`src/core/form_pkg.sv`:
```
// shared constants and carrier types for the file/offset register mapper
package form_pkg;
    // -----------------------------------------------------------------
    // address arithmetic
    // -----------------------------------------------------------------
    localparam int FILE_W = 8;
    localparam int OFS_W = 13;
    localparam int REG_W = 13;
    localparam int CNT_W = 13;
    localparam int DATA_W = 16;
    localparam int SLOT_W = 5;
    localparam logic [FILE_W-1:0] FILE_BASE = 8'h0A;
    localparam logic [FILE_W-1:0] FILE_LAST = 8'h36;
    localparam logic [FILE_W-1:0] FILE_BULK = 8'h3C;
    localparam logic [REG_W-1:0] FILE_STRIDE = 13'h0064;
    localparam logic [REG_W-1:0] REG_MIN = 13'h0001;
    localparam logic [REG_W-1:0] REG_MAX = 13'h1141;
    localparam logic [OFS_W-1:0] OFS_MAX = 13'h1141;
    localparam int BULK_SLOTS = 32;
    localparam logic [OFS_W-1:0] BULK_OFS_MAX = 13'h001F;
    localparam logic [CNT_W-1:0] BULK_SLOTS_C = 13'h0020;

    // -----------------------------------------------------------------
    // carriers
    // -----------------------------------------------------------------
    typedef struct packed {
        logic write;
        logic [FILE_W-1:0] file_num;
        logic [OFS_W-1:0] offset;
        logic [CNT_W-1:0] count;
    } form_req_t;

    typedef struct packed {
        logic write;
        logic [REG_W-1:0] index;
    } form_reg_t;
endpackage : form_pkg

```
`src/core/form_mapper.sv`:
```
// file/offset to register index mapper for typed read and write service
`timescale 1ns/100ps
// Operation
// - register index is (file minus ten) times one hundred plus offset.
// - standard files are 10 to 54 and the index must be 1 to 4417.
// - a standard-file offset above 4417 is not accepted.
// - reads use the typed read service, writes the typed write service.
// - bulk assembly file reads follow the produced configuration array.
// - bulk assembly file writes follow the consumed configuration array.
// - bulk offsets run 0 to 31 and pick the starting array entry.
// - a bulk access from entry k covers at most 32 minus k elements.
// - a connection timeout or socket error raises the timeout event.
module form_mapper (
    // clock and reset
    input wire logic sys_clk,
    input wire logic rstn,
    // request from the protocol front end
    input wire logic req_valid,
    input wire form_pkg::form_req_t req,
    output logic req_ready_q,
    // link fault pulses from the transport
    input wire logic link_timeout,
    input wire logic link_sock_err,
    output logic timeout_event_q,
    // configuration array load port
    input wire logic cfg_we,
    input wire logic cfg_consumed,
    input wire logic [form_pkg::SLOT_W-1:0] cfg_slot,
    input wire logic [form_pkg::REG_W-1:0] cfg_index,
    // register access stream, one element per cycle
    output logic acc_valid_q,
    output form_pkg::form_reg_t acc_q,
    output logic acc_last_q,
    // completion
    output logic done_q,
    output logic error_q
);
    // -----------------------------------------------------------------
    // configuration arrays
    // -----------------------------------------------------------------
    logic [form_pkg::REG_W-1:0] prod_q [form_pkg::BULK_SLOTS];
    logic [form_pkg::REG_W-1:0] cons_q [form_pkg::BULK_SLOTS];

    always_ff @(posedge sys_clk or negedge rstn) begin
        if (!rstn) begin
            for (int i = 0; i < form_pkg::BULK_SLOTS; i++) begin
                prod_q[i] <= '0;
                cons_q[i] <= '0;
            end
        end else if (cfg_we) begin
            if (cfg_consumed) begin
                cons_q[cfg_slot] <= cfg_index;
            end else begin
                prod_q[cfg_slot] <= cfg_index;
            end
        end
    end

    // -----------------------------------------------------------------
    // request checking
    // -----------------------------------------------------------------
    logic [form_pkg::REG_W+7:0] prod_wide;
    logic [form_pkg::REG_W+7:0] sum_wide;
    logic is_bulk;
    logic is_std;
    logic bulk_ok;
    logic std_ok;
    logic [form_pkg::CNT_W-1:0] bulk_room;

    // wide sum avoids wrap for large offsets before the range test
    assign prod_wide = 21'(req.file_num - form_pkg::FILE_BASE)
        * 21'(form_pkg::FILE_STRIDE);
    assign sum_wide = prod_wide + 21'(req.offset);
    assign is_bulk = req.file_num == form_pkg::FILE_BULK;
    assign is_std = req.file_num >= form_pkg::FILE_BASE
        && req.file_num <= form_pkg::FILE_LAST;
    assign bulk_room = form_pkg::BULK_SLOTS_C - req.offset;
    assign bulk_ok = req.offset <= form_pkg::BULK_OFS_MAX
        && req.count != '0 && req.count <= bulk_room;
    // the last visited index must also stay in range
    assign std_ok = req.offset <= form_pkg::OFS_MAX
        && req.count != '0
        && sum_wide >= 21'(form_pkg::REG_MIN)
        && sum_wide + 21'(req.count) - 21'd1
           <= 21'(form_pkg::REG_MAX);

    // -----------------------------------------------------------------
    // sequencer
    // -----------------------------------------------------------------
    typedef enum {ST_IDLE, ST_STD, ST_BULK, ST_END} form_state_t;
    form_state_t state_q;
    logic wr_q;
    logic [form_pkg::REG_W-1:0] idx_q;
    logic [form_pkg::SLOT_W-1:0] slot_q;
    logic [form_pkg::CNT_W-1:0] left_q;
    logic take;

    assign take = req_valid && req_ready_q;

    always_ff @(posedge sys_clk or negedge rstn) begin
        if (!rstn) begin
            state_q <= ST_IDLE;
            req_ready_q <= 1'b0;
            wr_q <= 1'b0;
            idx_q <= '0;
            slot_q <= '0;
            left_q <= '0;
            done_q <= 1'b0;
            error_q <= 1'b0;
        end else begin
            done_q <= 1'b0;
            error_q <= 1'b0;
            case (state_q)
                ST_IDLE: begin
                    req_ready_q <= 1'b1;
                    if (take) begin
                        req_ready_q <= 1'b0;
                        wr_q <= req.write;
                        left_q <= req.count;
                        slot_q <= req.offset[form_pkg::SLOT_W-1:0];
                        idx_q <= sum_wide[form_pkg::REG_W-1:0];
                        if (is_bulk && bulk_ok) begin
                            state_q <= ST_BULK;
                        end else if (is_std && std_ok) begin
                            state_q <= ST_STD;
                        end else begin
                            error_q <= 1'b1;
                            done_q <= 1'b1;
                            state_q <= ST_END;
                        end
                    end
                end
                ST_STD: begin
                    idx_q <= idx_q + 13'h0001;
                    left_q <= left_q - 13'h0001;
                    if (left_q == 13'h0001) begin
                        done_q <= 1'b1;
                        state_q <= ST_END;
                    end
                end
                ST_BULK: begin
                    slot_q <= slot_q + 5'h01;
                    left_q <= left_q - 13'h0001;
                    if (left_q == 13'h0001) begin
                        done_q <= 1'b1;
                        state_q <= ST_END;
                    end
                end
                default: begin
                    state_q <= ST_IDLE;
                end
            endcase
        end
    end

    // -----------------------------------------------------------------
    // access stream
    // -----------------------------------------------------------------
    always_ff @(posedge sys_clk or negedge rstn) begin
        if (!rstn) begin
            acc_valid_q <= 1'b0;
            acc_q <= '0;
            acc_last_q <= 1'b0;
        end else begin
            acc_valid_q <= state_q == ST_STD || state_q == ST_BULK;
            acc_last_q <= (state_q == ST_STD || state_q == ST_BULK)
                && left_q == 13'h0001;
            acc_q.write <= wr_q;
            if (state_q == ST_BULK) begin
                // read order from produced, write scatter from consumed
                acc_q.index <= wr_q ? cons_q[slot_q]
                    : prod_q[slot_q];
            end else begin
                acc_q.index <= idx_q;
            end
        end
    end

    // -----------------------------------------------------------------
    // timeout event
    // -----------------------------------------------------------------
    always_ff @(posedge sys_clk or negedge rstn) begin
        if (!rstn) begin
            timeout_event_q <= 1'b0;
        end else begin
            timeout_event_q <= link_timeout || link_sock_err;
        end
    end
endmodule : form_mapper

```
`config.mk`:
```
export PLATFORM = sky130hd
export DESIGN_NAME = form_mapper
export DESIGN_NICKNAME = d
export VERILOG_FILES = /design/src/core/form_pkg.sv /design/src/core/form_mapper.sv
export SDC_FILE = /design/constraint.sdc
export NUM_CORES = 2
export LEC_CHECK = 0
export ABC_AREA = 1
export CAP_MARGIN = 20
export CORE_ASPECT_RATIO = 0.8
export CORE_MARGIN = 2
export CORE_UTILIZATION = 40
export DETAILED_ROUTE_END_ITERATION = 8
export DONT_BUFFER_PORTS = 1
export GPL_TIMING_DRIVEN = 0
export SETUP_SLACK_MARGIN = 0.3
export SKIP_CTS_REPAIR_TIMING = 1
export SLEW_MARGIN = 40
export SYNTH_ARGS = -nofsm -noshare
export SYNTH_HDL_FRONTEND = slang
export SYNTH_SLANG_ARGS = --single-unit
```
`constraint.sdc`:
```
create_clock -name sys_clk -period 4.4 [get_ports sys_clk]
set_clock_uncertainty 0.2 [all_clocks]
set_input_delay 0.44 -clock sys_clk [delete_from_list [all_inputs] [get_ports sys_clk]]
set_output_delay 0.44 -clock sys_clk [all_outputs]
set_load 0.01 [all_outputs]
```
==> impl_metrics.env <==
export IMPL_most_common_layout_cells="1314 x o21ai_0, 1126 x nand2_1, 886 x dfrtp_1"
export IMPL_final_common_cell="o21ai_0"
export IMPL_power_density_nw_per_um2=804.8
export IMPL_hpwl_mm=182.4
export IMPL_p_int_mw=20.13
export IMPL_p_sw_share_pct=50.87
export IMPL_multi_input_area_um2=19540
export IMPL_drt_total_wl_mm=250.7
export IMPL_groute_usage_overall_pct=44.42
export IMPL_vias=44640
export IMPL_cts_max_level=3
export IMPL_cts_root_buf="clkbuf_16"
export IMPL_slowest_delay_ns=0.49
export IMPL_fin_nets=5670
export IMPL_clk_latency_ns=0.76
export IMPL_min_path_cells=4
export IMPL_combPwrFrac_pct=54.1
export IMPL_synth_top_area_cell="dfrtp_1"
export IMPL_synth_top_area_share_pct=51.30
export IMPL_cts_max_path_buffers=3
export IMPL_startpoint="req[27]"
export IMPL_grt_pass1_vias=39550
export IMPL_yosys_warnings=0
export IMPL_cp_top_family="simple AND/OR/NAND/NOR gates"
export IMPL_endpoint="state_q[1]"
export IMPL_cp_start_kind="input port"
export IMPL_reg2reg_depth=10
export IMPL_die_h_um=298
export IMPL_min_period_ns=5.857
export IMPL_worstPathRequired_ns=4.82
export IMPL_clkSinkCount=886
export IMPL_synth_area_leaders="dfrtp_1 51%, o21ai_0 15%, nand2_1 10%, nor2_1 4.6%, clkbuf_1 3.4%"
export IMPL_cts_made_buffers=96
export IMPL_arrival_ns=6.28
export IMPL_hp_class="input port to register"
export IMPL_synth_ff_type="dfrtp_1"
export IMPL_slew_viol_final=0
export IMPL_setup_viol=3
export IMPL_crit_cells=40
export IMPL_r2r_end="acc_q[8]"
export IMPL_dieArea_um2=110700
export IMPL_grt_pass1_wl_mm=335.0
export IMPL_core_area_um2=106800
export IMPL_period_share_pct=133.1
export IMPL_async_reset_ff_share_pct=100.0
export IMPL_outcome="complete, but fails checks"
export IMPL_die_x_um=371.5
export IMPL_r2r_start="slot_q[1]"
export IMPL_hold_slack_ns=0.01783
export IMPL_cap_viol_max_count=0
export IMPL_routed_via_density=6.360
export IMPL_dr_pass1_iters=6
export IMPL_fin_setup_tns_ns=-4.281
export IMPL_synth_edff_count=0
export IMPL_area_growth_pct=17.82
export IMPL_drc=0
export IMPL_ys_types=46
export IMPL_critical_path_class="input port to register"
export IMPL_fmax_mhz=170.7
export IMPL_wire_per_inst_um=35.71
export IMPL_seqPwrFrac_pct=25.1
export IMPL_path_max_fanout=7
export IMPL_initial_core_util_pct=40.45
export IMPL_drt_iter0_markers=7930
export IMPL_syn_nets=5467
export IMPL_gp_congestion=1.074
export IMPL_synth_area_per_cell_um2=8.156
export IMPL_overflow=0
export IMPL_tightest_slew_ns=1.082
export IMPL_cts_tree="built"
export IMPL_io_pins=80
export IMPL_ff_latch_area_um2=22170
export IMPL_worst_r2r_setup_slack_ns=0.16
export IMPL_hold_viol=0
export IMPL_portBuffers=0
export IMPL_cp_common_cell="nand2_1"
export IMPL_critPathSlowestCell="fa_1"
export IMPL_clockPowerShare_pct=20.8
export IMPL_fp_row_count=107
export IMPL_p_switching_mw=20.85
export IMPL_drive_above_1_share_pct=10.08
export IMPL_slew_headroom_pct=27.86
export IMPL_synth_seq_cells=886
export IMPL_path_buf_inv=5
export IMPL_antenna_found_initial=58
export IMPL_ir_drop_v=0.0005606
export IMPL_violations="setup timing"
export IMPL_rsz0062_at_grt="true"
export IMPL_finalWorstSetupSlack_ns=-1.457
export IMPL_leakagePower_nw=22.98
export IMPL_grt_max_degree=887
export IMPL_fillers=10640
export IMPL_ant_nets=0
export IMPL_clkSlewWorstSetupHoldPaths_ns=0.06
export IMPL_endpoint_kind="register"
export IMPL_netlist_instances=5299
export IMPL_synth_area_um2=43220
export IMPL_yosysSeqAreaShare_pct=51.30
-- metrics by stage --
step           setup WS (ns)  util (%)  total power [mW]  instances  cell area, um2
4_1_cts               -1.986     46.29             38.00       6925           49460
2_1_floorplan         -1.267         -             19.22       5299           43370
3_5_place_dp          -2.739     43.29             29.59       6752           46250
3_3_place_gp          -2.659     42.25             28.61       6716           45140
6_report              -1.457     47.66             40.98       7020           50920
5_1_grt               -1.769     47.60             41.67       6996           50860
-- cells in the mapped netlist (3+ instances only) --
cell type  number
a21o_1          4
a21oi_1        99
a31oi_1        17
buf_1           9
clkbuf_1      386
clkinv_1       17
dfrtp_1       886
fa_1           10
ha_1           98
inv_1         195
inv_2          11
nand2_1      1147
nand2_2        12
nand2_4         4
nand3_1       196
nand3_2         5
nand3b_1        4
nand4_1        22
nor2_1        526
nor2_2          3
nor3_1         17
nor4_1          4
o211ai_1       30
o21ai_0      1316
o21ai_1         3
o221ai_1       83
o22ai_1       130
or2_2           4
xnor2_1        15
xor2_1         24
-- layer usage --
| metal | GRT usage (%) | up-vias | share of wire [%] |
|---|---|---|---|
| met2 | 54.48 | 3346 | 37 |
| met4 | 21.93 | 20 | 5.6 |
| li1 | - | 18350 | - |
| met1 | 64.49 | 22310 | 42 |
| met3 | 19.94 | 622 | 16 |
| met5 | 0 | - | 0.060 |
-- worst min path at each step --
| stage | start | endpoint |
|---|---|---|
| 5_1_grt | req[11] | left_q[11] |
| 2_1_floorplan | rstn | acc_last_q |
| 3_3_place_gp | rstn | prod_q[335] |
| 3_5_place_dp | rstn | cons_q[57] |
| 6_report | req[11] | left_q[11] |
| 4_1_cts | rstn | cons_q[71] |
-- registers in the layout, indices dropped and copies added, names as in the netlist, 2 cells and up --
register / count
cons_q: 416
prod_q: 416
acc_q: 14
idx_q: 13
left_q: 13
slot_q: 5
state_q: 2
-- cell type report --
type | count | share of cell area, %
Multi-Input combinational cell | 3794 | 38.37
Tap cell | 1417 | 3.482
Timing Repair Buffer | 105 | 3.150
Inverter | 223 | 1.661
Buffer | 396 | 3.369
Antenna cell | 26 | 0.1278
Clock buffer | 141 | 5.423
Sequential cell | 886 | 43.54
Clock inverter | 32 | 0.8723
-- worst register-to-register path: cells and delay by family, from the launching register on --
kind / cells / cell delay (ns)
and+or+nand+nor: 3 / 0.73
DFF: 1 / 0.40
AOI/OAI and AO/OA: 3 / 1.22
buffers and inverters: 4 / 1.52
-- power groups by stage --
stage	logic [mW]	clock network [mW]	registers, mW
2_1_floorplan	9.15	0	10.1
3_3_place_gp	18.3	0	10.3
3_5_place_dp	19.2	0	10.4
4_1_cts	19.3	8.48	10.2
5_1_grt	22.5	8.83	10.4
6_report	22.2	8.52	10.3
-- logic make-up (layout without fill, tap and decap cells) --
logic type	count (synthesis)	after routing	share of synthesized area, %
and+or+nand+nor	1949	1949	18.06
AOI/OAI and AO/OA	1696	1696	21.11
DFF	886	886	51.30
buffers and inverters	619	897	5.379
adders and majority gates	108	108	3.300
xor gates and xnor gates	40	40	0.8280
muxes	1	1	0.02316
other	0	26	0
Power figures use the tool's default switching activity.
